## src/mtg_pkg.sv

```systemverilog
// Constants, register map, states and carrier types of the motor lock and fault guard.
// Assumes one 10 MHz clock. Currents are in mA, voltages and speeds in raw sensor units.
package mtg_pkg;
  // ------------------------------------------------------------------
  // Clock and timing
  // ------------------------------------------------------------------
  localparam int CLK_HZ        = 10_000_000;     // Core clock rate
  localparam int LOCK_OFF_MS   = 1000;           // Wait in high impedance before retry
  localparam int LOCK_OFF_CYC  = LOCK_OFF_MS * (CLK_HZ / 1000);
  localparam int LCK_ETR_MS    = 100;            // Out-of-window time before lock
  localparam int LCK_ETR_CYC   = LCK_ETR_MS * (CLK_HZ / 1000);
  localparam int BRK_UNIT_US   = 10;             // Brake exit time step
  localparam int BRK_UNIT_CYC  = (BRK_UNIT_US * CLK_HZ + 999_999) / 1_000_000;
  // ------------------------------------------------------------------
  // Current scales
  // ------------------------------------------------------------------
  localparam logic [11:0] NO_MOTOR_MA  = 12'h08C;  // 140 mA floor after hand-off
  localparam logic [11:0] ACC_STEP_MA  = 12'h0C8;  // Accel ceiling step
  localparam logic [11:0] TRIP_STEP_MA = 12'h1F4;  // Lock trip step
  localparam logic [11:0] BRK_STEP_MA  = 12'h032;  // Brake exit current step
  localparam int          KT_SCALE     = 4;        // Measured constant vs programmed
  // ------------------------------------------------------------------
  // Register offsets (byte addresses)
  // ------------------------------------------------------------------
  localparam logic [7:0] OFS_CTRL   = 8'h00;
  localparam logic [7:0] OFS_LIMIT  = 8'h04;
  localparam logic [7:0] OFS_MOTOR  = 8'h08;
  localparam logic [7:0] OFS_DETEN  = 8'h0C;
  localparam logic [7:0] OFS_SPDWIN = 8'h10;
  localparam logic [7:0] OFS_STATUS = 8'h14;
  localparam logic [7:0] OFS_VOLT   = 8'h18;
  localparam logic [7:0] OFS_KTC    = 8'h1C;
  // ------------------------------------------------------------------
  // Field positions
  // ------------------------------------------------------------------
  localparam int CTRL_RUN  = 0;   // Motor run request
  localparam int CTRL_MECH = 1;   // Mechanical surge guard enable
  localparam int CTRL_IND  = 2;   // Inductive surge guard enable
  localparam int LIM_ACC   = 0;   // Accel ceiling select [3:0]
  localparam int LIM_TRIP  = 4;   // Lock trip select [2:0]
  localparam int LIM_WIN   = 8;   // Constant window select [1:0]
  localparam int LIM_BCUR  = 12;  // Brake exit current select [2:0]
  localparam int LIM_BTIM  = 16;  // Brake exit time select [2:0]
  localparam int MOT_R     = 0;   // Phase resistance [7:0]
  localparam int MOT_KT    = 8;   // Programmed constant [6:0]
  localparam int ST_OC     = 8;   // Overcurrent flag in status
  localparam int ST_STATE  = 12;  // State code in status
  // ------------------------------------------------------------------
  // Reset values
  // ------------------------------------------------------------------
  localparam logic [31:0] CTRL_RST   = 32'h0000_0006;
  localparam logic [31:0] LIMIT_RST  = 32'h0003_1177;
  localparam logic [31:0] MOTOR_RST  = 32'h0000_2010;
  localparam logic [31:0] DETEN_RST  = 32'h0000_003F;
  localparam logic [31:0] SPDWIN_RST = 32'hFFFF_0000;
  // ------------------------------------------------------------------
  // Types
  // ------------------------------------------------------------------
  typedef enum logic [3:0] {
    ST_IDLE  = 4'b0001,   // Outputs off, not running
    ST_DRIVE = 4'b0010,   // Driving the motor
    ST_BRAKE = 4'b0100,   // Low sides on, waiting for current decay
    ST_LKOFF = 4'b1000    // High impedance after a fault
  } mtg_state_t;

  typedef struct packed {
    logic        closed_loop;   // Commutation runs in closed loop
    logic        ol_handoff;    // Open-loop drive rate past hand-off threshold
    logic        ol_to_cl;      // Pulse: open to closed loop transition
    logic        bemf_seen;     // Pulse: BEMF zero cross detected
    logic        elec_cycle;    // Pulse: one electrical cycle of drive elapsed
    logic        half_cycle;    // Pulse: half electrical cycle boundary
    logic        comm_edge;     // Pulse: commutation step
    logic        oc_trip;       // Fixed-threshold overcurrent comparator
    logic [7:0]  bemf_sample;   // BEMF magnitude, one sample per clock
    logic [15:0] speed;         // Estimated electrical speed
    logic [11:0] ls_current;    // Low-side driver current, mA
    logic [11:0] u_current;     // Phase U current, mA
    logic [11:0] ph_current;    // Phase current amplitude, mA
    logic [23:0] u_cmd;         // Requested voltage amplitude
  } mtg_sense_t;

  typedef struct packed {
    logic        drive_en;      // Bridge follows commutation
    logic        hs_off;        // All high sides forced off
    logic        ls_on;         // All low sides forced on (brake)
    logic        hiz;           // All outputs high impedance
    logic        restart;       // Pulse: start motor sequence anew
    logic [23:0] u_applied;     // Voltage amplitude after limiting
  } mtg_drive_t;
endpackage

```

## src/mtg_guard.sv

```systemverilog
// Lock detection, fault reaction, surge hand-off and accel limit of the motor driver.
// Assumes an AHB-Lite master on the register side and a commutation core that
// supplies synchronous sense pulses and consumes the drive controls.
//
// Added by the designer: the AHB-Lite slave port and the register offsets.
`timescale 1ns/1ps

// Operation
// - Overcurrent always on, fixed, not configurable
// - Accel limit only cuts voltage, no fault
// - Ceiling times resistance plus speed times constant
// - Accel limit closed loop only, never stops
// - Six enable bits gate detector reactions
// - Flags set even when detector disabled
// - All six flags clear on restart
// - Fault gives high impedance via surge hand-off
// - Retry after lock-off time
// - Low-side current trip sets flag, retries
// - Integrate BEMF over half cycle continuously
// - Constant outside window too long is lock
// - No phase U current after hand-off faults
// - No BEMF one cycle past hand-off
// - Commutation period over twice previous locks
// - Separate mechanical and inductive guard enables
// - Brake low sides until current stays low
// - Zero brake time skips brake phase
module mtg_guard #(
  parameter int LOCK_OFF_CYC   = mtg_pkg::LOCK_OFF_CYC,  // Lock-off wait
  parameter int LOCK_ENTRY_CYC = mtg_pkg::LCK_ETR_CYC    // Window dwell time
) (
  input  wire logic               hclk,
  input  wire logic               hresetn,
  input  wire logic               hsel,
  input  wire logic [31:0]        haddr,
  input  wire logic [1:0]         htrans,
  input  wire logic               hwrite,
  input  wire logic [2:0]         hsize,
  input  wire logic [31:0]        hwdata,
  input  wire logic               hready,
  output logic                    hreadyout,
  output logic                    hresp,
  output logic [31:0]             hrdata,
  input  wire mtg_pkg::mtg_sense_t sense,
  output mtg_pkg::mtg_drive_t     drive
);
  // ------------------------------------------------------------------
  // AHB-Lite slave
  // ------------------------------------------------------------------
  logic [31:0] ctrl_reg, limit_reg, motor_reg, deten_reg, spdwin_reg;
  logic [31:0] hrdata_reg;       // Read data, loaded in address phase
  logic [7:0]  waddr_reg;        // Write address held for data phase
  logic        wpend_reg;        // Write data phase pending
  wire         acc_ok = hsel & htrans[1] & hready;  // Valid address phase
  wire         wr_now = wpend_reg;

  assign hreadyout = 1'b1;       // Zero wait states
  assign hresp     = 1'b0;       // Always OKAY
  assign hrdata    = hrdata_reg;
  wire _unused = &{1'b0, hsize, haddr[31:8], haddr[1:0]};

  // Write phase capture
  always_ff @(posedge hclk or negedge hresetn) begin
    if (!hresetn) begin
      wpend_reg <= 1'b0;
      waddr_reg <= 8'h00;
    end else begin
      wpend_reg <= acc_ok & hwrite;
      waddr_reg <= {haddr[7:2], 2'b00};
    end
  end

  // Configuration registers, written in data phase
  always_ff @(posedge hclk or negedge hresetn) begin
    if (!hresetn) begin
      ctrl_reg   <= mtg_pkg::CTRL_RST;
      limit_reg  <= mtg_pkg::LIMIT_RST;
      motor_reg  <= mtg_pkg::MOTOR_RST;
      deten_reg  <= mtg_pkg::DETEN_RST;
      spdwin_reg <= mtg_pkg::SPDWIN_RST;
    end else if (wr_now) begin
      // Reserved bits are dropped on write so they read as zero
      if (waddr_reg == mtg_pkg::OFS_CTRL)   ctrl_reg   <= hwdata & 32'h0000_0007;
      if (waddr_reg == mtg_pkg::OFS_LIMIT)  limit_reg  <= hwdata & 32'h0007_737F;
      if (waddr_reg == mtg_pkg::OFS_MOTOR)  motor_reg  <= hwdata & 32'h0000_7FFF;
      if (waddr_reg == mtg_pkg::OFS_DETEN)  deten_reg  <= hwdata & 32'h0000_003F;
      if (waddr_reg == mtg_pkg::OFS_SPDWIN) spdwin_reg <= hwdata;
    end
  end

  // ------------------------------------------------------------------
  // Field decode
  // ------------------------------------------------------------------
  wire        run_en   = ctrl_reg[mtg_pkg::CTRL_RUN];
  wire        mech_en  = ctrl_reg[mtg_pkg::CTRL_MECH];
  wire        ind_en   = ctrl_reg[mtg_pkg::CTRL_IND];
  wire [3:0]  acc_sel  = limit_reg[mtg_pkg::LIM_ACC +: 4];
  wire [2:0]  trip_sel = limit_reg[mtg_pkg::LIM_TRIP +: 3];
  wire [1:0]  win_sel  = limit_reg[mtg_pkg::LIM_WIN +: 2];
  wire [2:0]  bcur_sel = limit_reg[mtg_pkg::LIM_BCUR +: 3];
  wire [2:0]  btim_sel = limit_reg[mtg_pkg::LIM_BTIM +: 3];
  wire [7:0]  r_ph     = motor_reg[mtg_pkg::MOT_R +: 8];
  wire [6:0]  programmed_bemf_const    = motor_reg[mtg_pkg::MOT_KT +: 7];
  wire [5:0]  det_mask = deten_reg[5:0];
  wire [15:0] spd_min  = spdwin_reg[15:0];
  wire [15:0] spd_max  = spdwin_reg[31:16];

  // Step threshold: (sel + 1) * step, shared by all current selects
  function automatic logic [11:0] step_thr(input logic [3:0] sel,
                                           input logic [11:0] step);
    logic [15:0] p;
    p = ({12'h000, sel} + 16'h0001) * {4'h0, step};
    // Saturate rather than wrap if a large select overflows the mA scale
    return (p > 16'h0FFF) ? 12'hFFF : p[11:0];
  endfunction

  wire [11:0] acc_ma  = step_thr(acc_sel, mtg_pkg::ACC_STEP_MA);
  wire [11:0] trip_ma = step_thr({1'b0, trip_sel}, mtg_pkg::TRIP_STEP_MA);
  wire [11:0] bcur_ma = step_thr({1'b0, bcur_sel}, mtg_pkg::BRK_STEP_MA);

  // ------------------------------------------------------------------
  // Voltage limiting
  // ------------------------------------------------------------------
  wire [23:0] bemf_v  = 24'(sense.speed) * 24'(programmed_bemf_const);
  wire [23:0] u_limit = 24'(acc_ma) * 24'(r_ph) + bemf_v;
  wire        clamp   = sense.closed_loop & (sense.u_cmd > u_limit);
  wire [23:0] u_acc   = clamp ? u_limit : sense.u_cmd;
  wire        floor_v = mech_en & (u_acc < bemf_v);
  wire [23:0] u_next  = floor_v ? bemf_v : u_acc;
  logic [23:0] u_reg;

  // Applied amplitude; the limiter feeds no flag at all
  always_ff @(posedge hclk or negedge hresetn) begin
    if (!hresetn) u_reg <= 24'h000000;
    else          u_reg <= u_next;
  end

  // ------------------------------------------------------------------
  // Detectors
  // ------------------------------------------------------------------
  mtg_pkg::mtg_state_t st_reg, st_next;
  wire in_drive = (st_reg == mtg_pkg::ST_DRIVE);

  // Measured constant: BEMF summed over each half cycle
  logic [15:0] acc_reg, ktc_reg;
  always_ff @(posedge hclk or negedge hresetn) begin
    if (!hresetn) begin
      acc_reg <= 16'h0000;
      ktc_reg <= 16'h0000;
    end else if (sense.half_cycle) begin
      ktc_reg <= acc_reg;
      acc_reg <= 16'(sense.bemf_sample);
    end else begin
      acc_reg <= acc_reg + 16'(sense.bemf_sample);
    end
  end

  // Window around the programmed constant, narrower for larger selects
  wire [15:0] kt_ref  = 16'(programmed_bemf_const) << mtg_pkg::KT_SCALE;
  wire [15:0] kt_span = kt_ref >> (3'd1 + {1'b0, win_sel});
  wire        kt_out  = (ktc_reg < kt_ref - kt_span) | (ktc_reg > kt_ref + kt_span);
  logic [23:0] kt_cnt_reg;
  always_ff @(posedge hclk or negedge hresetn) begin
    if (!hresetn)                   kt_cnt_reg <= 24'h000000;
    else if (!kt_out || !in_drive)  kt_cnt_reg <= 24'h000000;
    else if (kt_cnt_reg != 24'hFFFFFF) kt_cnt_reg <= kt_cnt_reg + 24'h000001;
  end
  wire d_kt = kt_cnt_reg >= 24'(LOCK_ENTRY_CYC);

  // Open-loop stuck: armed at hand-off, any BEMF disarms
  logic ol_arm_reg, ol_seen_reg;
  always_ff @(posedge hclk or negedge hresetn) begin
    if (!hresetn) begin
      ol_arm_reg  <= 1'b0;
      ol_seen_reg <= 1'b0;
    end else begin
      ol_arm_reg  <= in_drive & ~sense.closed_loop & sense.ol_handoff;
      ol_seen_reg <= (ol_arm_reg & ~sense.elec_cycle) &
                     (ol_seen_reg | sense.bemf_seen);
    end
  end
  wire d_ol = ol_arm_reg & sense.elec_cycle & ~ol_seen_reg & ~sense.bemf_seen;

  // Closed-loop stuck: running period against previous period
  logic [23:0] per_cnt_reg, per_prev_reg;
  always_ff @(posedge hclk or negedge hresetn) begin
    if (!hresetn) begin
      per_cnt_reg  <= 24'h000000;
      per_prev_reg <= 24'h000000;
    end else if (sense.comm_edge || !in_drive) begin
      per_cnt_reg  <= 24'h000001;
      per_prev_reg <= in_drive ? per_cnt_reg : 24'h000000;
    end else if (per_cnt_reg != 24'hFFFFFF) begin
      per_cnt_reg  <= per_cnt_reg + 24'h000001;
    end
  end
  wire [24:0] per_twice = {per_prev_reg, 1'b0};
  wire d_cl = sense.closed_loop & (per_prev_reg != 24'h000000) &
              ({1'b0, per_cnt_reg} > per_twice);

  // Detector vector, bit order matches the status flags
  wire [5:0] det_hit;
  assign det_hit[0] = in_drive & (sense.ls_current > trip_ma);
  assign det_hit[1] = in_drive & sense.closed_loop &
                      ((sense.speed < spd_min) | (sense.speed > spd_max));
  assign det_hit[2] = d_kt;
  assign det_hit[3] = in_drive & sense.ol_to_cl &
                      (sense.u_current <= mtg_pkg::NO_MOTOR_MA);
  assign det_hit[4] = in_drive & d_ol;
  assign det_hit[5] = in_drive & d_cl;

  // ------------------------------------------------------------------
  // Fault flags
  // ------------------------------------------------------------------
  logic [5:0] flag_reg;       // fault_status_word
  logic       oc_flag_reg;    // Overcurrent seen
  logic       restart_reg;    // One-cycle restart pulse
  wire        oc_hit = in_drive & sense.oc_trip;
  wire        fault  = |(det_hit & det_mask) | oc_hit;

  // Sticky; a hit in the restart cycle still lands
  always_ff @(posedge hclk or negedge hresetn) begin
    if (!hresetn) begin
      flag_reg    <= 6'h00;
      oc_flag_reg <= 1'b0;
    end else begin
      flag_reg    <= (restart_reg ? 6'h00 : flag_reg) | det_hit;
      oc_flag_reg <= (oc_flag_reg & ~restart_reg) | oc_hit;
    end
  end

  // ------------------------------------------------------------------
  // Fault and hand-off sequencer
  // ------------------------------------------------------------------
  logic [23:0] tmr_reg;       // Brake dwell or lock-off count
  logic        lock_reg;      // High impedance was caused by a fault
  wire  [11:0] brk_cyc  = 12'(btim_sel * mtg_pkg::BRK_UNIT_CYC);
  wire         brk_use  = ind_en & (btim_sel != 3'b000);
  wire         cur_low  = sense.ph_current < bcur_ma;
  wire         brk_done = cur_low & (tmr_reg >= 24'(brk_cyc) - 24'h1);
  wire         lk_done  = tmr_reg >= 24'(LOCK_OFF_CYC - 1);
  wire         leave    = fault | ~run_en;

  // Next state
  always_comb begin
    st_next = st_reg;
    unique case (st_reg)
      mtg_pkg::ST_IDLE:  if (run_en) st_next = mtg_pkg::ST_DRIVE;
      mtg_pkg::ST_DRIVE: if (leave) begin
        if (brk_use)     st_next = mtg_pkg::ST_BRAKE;
        else if (fault)  st_next = mtg_pkg::ST_LKOFF;
        else             st_next = mtg_pkg::ST_IDLE;
      end
      mtg_pkg::ST_BRAKE: if (brk_done)
        st_next = lock_reg ? mtg_pkg::ST_LKOFF : mtg_pkg::ST_IDLE;
      mtg_pkg::ST_LKOFF: if (!run_en) st_next = mtg_pkg::ST_IDLE;
        else if (lk_done) st_next = mtg_pkg::ST_DRIVE;
      default:           st_next = mtg_pkg::ST_IDLE;
    endcase
  end

  // State, timers and restart pulse
  always_ff @(posedge hclk or negedge hresetn) begin
    if (!hresetn) begin
      st_reg      <= mtg_pkg::ST_IDLE;
      tmr_reg     <= 24'h000000;
      lock_reg    <= 1'b0;
      restart_reg <= 1'b0;
    end else begin
      st_reg      <= st_next;
      restart_reg <= (st_next == mtg_pkg::ST_DRIVE) & ~in_drive;
      if (in_drive) lock_reg <= fault;
      // Brake dwell restarts whenever current rises again
      if (st_next != st_reg || (st_reg == mtg_pkg::ST_BRAKE && !cur_low))
        tmr_reg <= 24'h000000;
      else if (tmr_reg != 24'hFFFFFF)
        tmr_reg <= tmr_reg + 24'h000001;
    end
  end

  // ------------------------------------------------------------------
  // Bridge controls
  // ------------------------------------------------------------------
  assign drive.drive_en  = in_drive;
  assign drive.hs_off    = ~in_drive;
  assign drive.ls_on     = st_reg == mtg_pkg::ST_BRAKE;
  assign drive.hiz       = st_reg[0] | st_reg[3];
  assign drive.restart   = restart_reg;
  assign drive.u_applied = u_reg;

  // ------------------------------------------------------------------
  // Read mux
  // ------------------------------------------------------------------
  wire [31:0] status_w = {16'h0000, 4'(st_reg), 3'b000, oc_flag_reg, 2'b00, flag_reg};
  wire [7:0]  raddr    = {haddr[7:2], 2'b00};
  logic [31:0] rmux;
  always_comb begin
    unique case (raddr)
      mtg_pkg::OFS_CTRL:   rmux = ctrl_reg;
      mtg_pkg::OFS_LIMIT:  rmux = limit_reg;
      mtg_pkg::OFS_MOTOR:  rmux = motor_reg;
      mtg_pkg::OFS_DETEN:  rmux = deten_reg;
      mtg_pkg::OFS_SPDWIN: rmux = spdwin_reg;
      mtg_pkg::OFS_STATUS: rmux = status_w;
      mtg_pkg::OFS_VOLT:   rmux = {8'h00, u_reg};
      mtg_pkg::OFS_KTC:    rmux = {16'h0000, ktc_reg};
      default:             rmux = 32'h0000_0000;   // Unmapped reads zero
    endcase
  end

  // Read data register
  always_ff @(posedge hclk or negedge hresetn) begin
    if (!hresetn)                hrdata_reg <= 32'h0000_0000;
    else if (acc_ok && !hwrite)  hrdata_reg <= rmux;
  end

  // ------------------------------------------------------------------
  // Assertions
  // ------------------------------------------------------------------
  a_oc_leaves_drive: assert property (@(posedge hclk) disable iff (!hresetn)
    in_drive && sense.oc_trip |=> !drive.drive_en)
    else $error("overcurrent did not stop drive");
  a_skip_brake: assert property (@(posedge hclk) disable iff (!hresetn)
    in_drive && fault && btim_sel == 3'b000 |=> drive.hiz && !drive.ls_on)
    else $error("brake not skipped");
  a_brake_first: assert property (@(posedge hclk) disable iff (!hresetn)
    in_drive && fault && brk_use |=> drive.ls_on && drive.hs_off && !drive.hiz)
    else $error("hand-off did not brake");
  a_flag_sticky: assert property (@(posedge hclk) disable iff (!hresetn)
    det_hit[0] || (flag_reg[0] && !restart_reg) |=> flag_reg[0])
    else $error("flag lost");
  a_restart_clear: assert property (@(posedge hclk) disable iff (!hresetn)
    restart_reg && det_hit == 6'h00 |=> flag_reg == 6'h00)
    else $error("restart left flags");
  a_accel_clamp: assert property (@(posedge hclk) disable iff (!hresetn)
    clamp && !mech_en |=> drive.u_applied == $past(u_limit))
    else $error("accel clamp wrong");
  a_open_loop_free: assert property (@(posedge hclk) disable iff (!hresetn)
    !sense.closed_loop && !mech_en |=> drive.u_applied == $past(sense.u_cmd))
    else $error("open loop limited");
  a_no_motor: assert property (@(posedge hclk) disable iff (!hresetn)
    in_drive && sense.ol_to_cl && sense.u_current <= 12'h08C |=> flag_reg[3])
    else $error("no-motor missed");
  a_lockoff_retry: assert property (@(posedge hclk) disable iff (!hresetn)
    st_reg == mtg_pkg::ST_LKOFF && run_en && lk_done |=> in_drive ##0 restart_reg)
    else $error("no retry");
endmodule // mtg_guard

```

## config.mk

```make
export PLATFORM = sky130hd
export DESIGN_NAME = mtg_guard
export DESIGN_NICKNAME = d
export VERILOG_FILES = /design/src/mtg_pkg.sv /design/src/mtg_guard.sv
export SDC_FILE = /design/constraint.sdc
export NUM_CORES = 1
export LEC_CHECK = 0
export BUFFER_PORTS_ARGS = -buffer_cell sky130_fd_sc_hd__buf_2
export CORE_ASPECT_RATIO = 0.8
export CORE_MARGIN = 4
export CORE_UTILIZATION = 45
export CTS_CLUSTER_DIAMETER = 100
export CTS_CLUSTER_SIZE = 14
export DETAILED_ROUTE_END_ITERATION = 10
export PLACE_DENSITY = 0.72
export SLEW_MARGIN = 20
export SYNTH_ARGS = -nofsm -noshare
export SYNTH_HDL_FRONTEND = slang
export SYNTH_SLANG_ARGS = --single-unit
```

## constraint.sdc

```tcl
create_clock -name hclk -period 10.7 [get_ports hclk]
set_clock_uncertainty 0.05 [all_clocks]
set_input_delay 2.14 -clock hclk [delete_from_list [all_inputs] [get_ports hclk]]
set_output_delay 2.14 -clock hclk [all_outputs]
set_load 0.02 [all_outputs]
```

Yosys cells after proc, flatten, opt, wreduce, memory -nomap -nowiden
Index checks and enable logic that the tools add are counted.
Cells by class
  add/subtract/negate cells: 12
  multipliers: 6
  magnitude comparators: 16
  equal/unequal tests: 20
  shift-type cells: 1
  mux-type cells: 24
  bitwise gates (word level): 42
  reduce and logical (&&, ||, !) cells: 22
Operators with widths (count)
  one-hot mux 32 bit (8 select lines): 1
  2-to-1 mux 24 bit: 9
  adder 24 x 1 -> 24 bit (second input constant): 3
  != test 24 bit (second input constant): 3
  2-to-1 mux 12 bit: 3
  greater-than comparator 16 bit: 2
  < comparator 16 bit: 2
  2-to-1 mux 4 bit: 8
  equality test 6 x 3 -> 1 bit (second input constant): 5
  AND 1 bit: 26
  greater-than comparator 13 x 12 -> 1 bit (second input constant): 2
  greater-than comparator 24 x 25 -> 1 bit: 1
  adder 20 x 23 -> 24 bit: 1
  equality test 6 x 2 -> 1 bit (second input constant): 4
  greater-or-equal comparator 24 x 20 -> 1 bit (second input constant): 1
  greater-or-equal comparator 24 bit: 1
  greater-or-equal comparator 24 bit (second input constant): 1
  greater-than comparator 24 bit: 1
  < comparator 24 x 23 -> 1 bit: 1
  nonzero test 24 bit: 1
  multiplier 16 x 7 -> 23 bit: 1
  multiplier 12 x 8 -> 20 bit: 1
  adder 11 x 16 -> 16 bit: 1
  adder 16 x 8 -> 16 bit: 1
  other kinds (35): 63
Storage, ports and cells
  register bits: 277
  bits of input ports: 166
  output and inout port bits: 63
  word-level logic and storage cells: 165

Longest topological paths before layout
  depth in word-level cells: 16
  mapped depth: 55
  depth with buffers taken out: 51

Worst setup path before layout
No wires, ideal clock.
  kind: input -> register
  start: input port sense[63] (netlist bit)
  end: register u_reg[16]
  setup time: 125 ps
  arrival time: 13071 ps
  data required time: 10525 ps
  setup slack: -2545 ps
  stages: 45
  path buffers: 1
  path through: and2_1 -> fa_1 -> inv_1 -> fa_1 -> inv_1 -> fa_1 -> inv_1 -> fa_1 -> inv_1 -> ha_1 -> or4_4 -> o22ai_1 -> xor2_1 -> fa_1 -> inv_1 -> fa_1 -> fa_1 -> inv_1 -> [9 not listed] -> nor3_1 -> inv_1 -> ha_1 -> a211oi_1 -> nor2_1 -> nor3_1 -> o21ai_0 -> o311ai_1 -> clkbuf_1 -> nand2_1 -> o21ai_0 -> ha_1 -> a211oi_1 -> nand2_1 -> or3_1 -> a31oi_1 -> o311a_4 -> mux2_2
On the way
  longest elaborated chain between the ends: 8
RTL lines
  start: declaration: RTL line mtg_guard.sv:43  | input wire mtg_pkg::mtg_sense_t sense,
  multiplier 16 x 7 -> 23 bit (*): RTL line mtg_guard.sv:123  | wire [23:0] bemf_v = 24'(sense.speed) * 24'(programmed_bemf_const);
  adder 20 x 23 -> 24 bit: RTL line mtg_guard.sv:124  | wire [23:0] u_limit = 24'(acc_ma) * 24'(r_ph) + bemf_v;
  greater-than comparator 24 bit: RTL line mtg_guard.sv:125  | wire clamp = sense.closed_loop & (sense.u_cmd > u_limit);
  AND 1 bit: RTL line mtg_guard.sv:125
  2-to-1 mux 24 bit: RTL line mtg_guard.sv:126  | wire [23:0] u_acc = clamp ? u_limit : sense.u_cmd;
  < comparator 24 x 23 -> 1 bit: RTL line mtg_guard.sv:127  | wire floor_v = mech_en & (u_acc < bemf_v);
  AND 1 bit: RTL line mtg_guard.sv:127
  2-to-1 mux 24 bit (*): RTL line mtg_guard.sv:128  | wire [23:0] u_next = floor_v ? bemf_v : u_acc;
  net u_next[16]: RTL line mtg_guard.sv:128
  end signal: assignment: RTL line mtg_guard.sv:134  | else u_reg <= u_next;
  end: declaration: RTL line mtg_guard.sv:129  | logic [23:0] u_reg;
Mark *: on every way through the listed nets, which the timed path passes. The rest lies on a longest branch.
A chain may end at the register's enable or synchronous reset.

Worst setup path in the final report
Ends and elaborated chain as after synthesis.

==> summary.md <==
| Metric | Value |
|---|---|
| Routed Wire Length | 77000 um |
| Drt drc | 0 |
| TNS Setup | -46360 ps |
| CTS tree | built |
| Setup WS post-layout | -2040 ps |
| Final Hold Viols | 0 |
| First-pass GRT wire length | 122000 um |
| Commonest non-fill, non-tap cells in the layout | inv_1, ha_1, buf_4 |
| Critical Path RT | 11100 ps |
| Mapped Cells | between 2k and 3k |
| Number of port buffers | 195 |
| DP Wirelength | 61200 um |
| Period minus WS final | 12740 ps |
| Warnings from Yosys | 0 |
| Post-synth top area cell | dfrtp_1 |
| Most common cell after layout, fill and taps aside | inv_1 |
| Routed Antenna Nets | 0 |
| Hold endpoint | hrdata[18] |
| Final setup violation count | 24 |
| Failing checks | setup timing |
| Initial antenna violation count | 10 |
| CP max FO | 7 |
| Synth Area in Compound Gates | 11.8% |
| XOR/XNOR Fraction of Synth Area | 4.93% |
| IO Pins | 229 |
| Tot GR Track Use | 24.3% |
| Hold Path Cell Cnt | 2 |
| Gr ovfl total | 0 |
| Area Growth Syn to Fin | 20.0% |
| Die Ht | 224 um |
| Clock Tree Root | clkbuf_16 |
| Num Clock Sinks | 277 |
| Avg Inst Size Synth | ~9 um^2 |
| Fraction of the mapped netlist area in adder cells | 27.5% |
| Max clock buf depth | 3 |
| Crit start category | primary input |
| Synth top area share | between 20% and 30% |
| GPL Wtd Cong | 0.937 |
| Vias | 22.2k |
| Pre-CTS WS | -2740 ps |
| Vias/cell | 5.50 |
| Initial core utilization | 45.9% |
| Fmax | a little under 80 MHz |
| Number of iterations in the first detailed-routing pass | 5 |
| Setup CP Type | in -> reg |
| Cts-stage hold buffer count | 0 |
| Sequential area share after synthesis | 26.6% |
| Die area | 62300 um^2 |
| Number of synthesized flops with an enable pin | 0 |
| Pins over their slew limit | 0 |
| Row count | 78 |
| Async S/R FF share, synth | 100% |
| RSZ-0062 raised after global routing | yes |
| #FFs+latches synth | about 280 |
| Top cells by area, synth | dfrtp_1, ha_1, fa_1 |
| Fin crit share | 119% |
| Max Cap Violations | 0 |
| Status | finished, violations left |
| Worst-margin pin slew | 1100 ps |
| R2R Setup Slk | -1000 ps |
| Slowest-stage cell, CP | fa_1 |
| Multiplexer share of the synthesized area | under 10% |
| Count of different cell masters after synthesis | 80 |
| Crit-path most repeated cell | fa_1 |
| Reg2Reg Capture Point | u_reg[16] |
| Die Width | 278 um |
| Ys flop type | dfrtp_1 |
| Worst setup EP type | flip-flop |
| Largest net degree at the start of global routing | 80 |
| Worst slew margin | between 20% and 30% |
| Simple-Gate Fraction of Synth Area | 15.9% |
| Critical path arrival | 13140 ps |
| Main combinational cell family by area after synthesis | adder cells |
| H-Tree Depth | 1 |
| # nets final | 3907 |
| Worst setup path start | sense[63] |
| Number of global-route vias before repair | 21.9k |
| Clock buffer count from CTS | 24 |
| Final Util | 55.1% |
| Mapped Area | 26300 um^2 |
| Skew-Pair Late Insertion Delay | 580 ps |
| Worst r2r src | motor_reg[14] |
| Clk slew on worst S/H paths | ~70 ps |
| Slowest stage delay, CP | 580 ps |
| Routed len/inst | 19.1 um |
| Worst reg2reg path depth | between 40 and 50 |
| HP Class | reg -> reg |
| DR iter-0 viols | a little under 2k |
| Core ar. | 57200 um^2 |
| Hold path start | hrdata[18] |
| Share of layout cells above drive strength 1 | 24.0% |
how the worst max path moves through the flow:
| stage | to | slack [ps] | cells past startpoint |
|---|---|---|---|
| after floorplan | u_reg[0] | -1680 | 52 |
| after global placement | u_reg[9] | -2560 | 48 |
| after detailed placement | u_reg[9] | -2740 | 48 |
| after CTS | u_reg[21] | -1760 | 48 |
| after global routing | u_reg[21] | -2410 | 52 |
| final | u_reg[16] | -2040 | 51 |
Yosys cell counts, types with 11 or more instances:
library cell and n:
xor2_1 87, and3_1 16, nor2_1 210, inv_1 366
dfrtp_1 240, nand2_1 211, or2_2 16, dfstp_2 37
a31oi_1 17, and2_1 86, nor4_1 25, a21oi_1 114
ha_1 327, a211oi_1 11, nand3_1 56, a21o_1 41
a22o_1 12, mux2i_1 41, o21ai_0 125, clkbuf_1 74
xnor2_1 59, fa_1 156, nor2b_1 55, nand2b_1 28
nand4_1 47, o21a_1 37, mux2_2 100, a22oi_1 14
o211ai_1 15, nor3_1 62
logic make-up after synthesis:
| logic type | Yosys count |
|---|---|
| simple gates | 850 |
| other cells | 2 |
| xor+xnor | 147 |
| buf+inv | 457 |
| mux | 151 |
| fa+ha+maj | 483 |
| compound gates | 475 |
| flops | 277 |
metrics by stage:
stage / area (um^2) / hold WS (ps) / cells
final: 31500 / 430 / 4040
after detailed placement: 30000 / 418 / 3964
after floorplan: 26500 / 398 / 2843
after global routing: 31500 / 454 / 4039
after global placement: 30000 / 410 / 3964
after CTS: 31200 / 435 / 4024
area by class of cell:
cell class | instances | area, um^2
diodes | 4 | 10.0
clock buffers | 41 | 664
clock inverters | 3 | 40.0
fillers | 5114 | 25700
inverters | 368 | 1380
multi-input cells | 2111 | 18300
flip-flops and latches | 277 | 6980
well taps | 760 | 951
repair buffers | 476 | 3230
critical path: cells and delay by family:
family                   cells  cell delay [ps]
XOR/XNOR                     2              300
AND/OR/NAND/NOR             10             1760
adder cells (fa/ha/maj)     12             5100
AO/OA/AOI/OAI               14             2520
multiplexers                 1              310
buffers and inverters       12              960
metal layers:
layer	global-route usage, %	vias up	routed length, um
met5	0	-	94
met4	7.88	14	2910
met1	34.4	10790	33900
li1	-	10471	-
met3	5.84	152	7060
met2	36.7	807	33000
timing repair:
item	4_1_cts	5_1_grt
hold endpoints to repair	0	0
endpoints found under the setup margin	24	24
gates cloned	2	2
resized for setup	96	38
buffers inserted	16	10
pin swaps	43	26
Power is left out: the tool's default activity adds up to more than one toggle a clock period on the data nets, which glitch-free logic cannot reach.
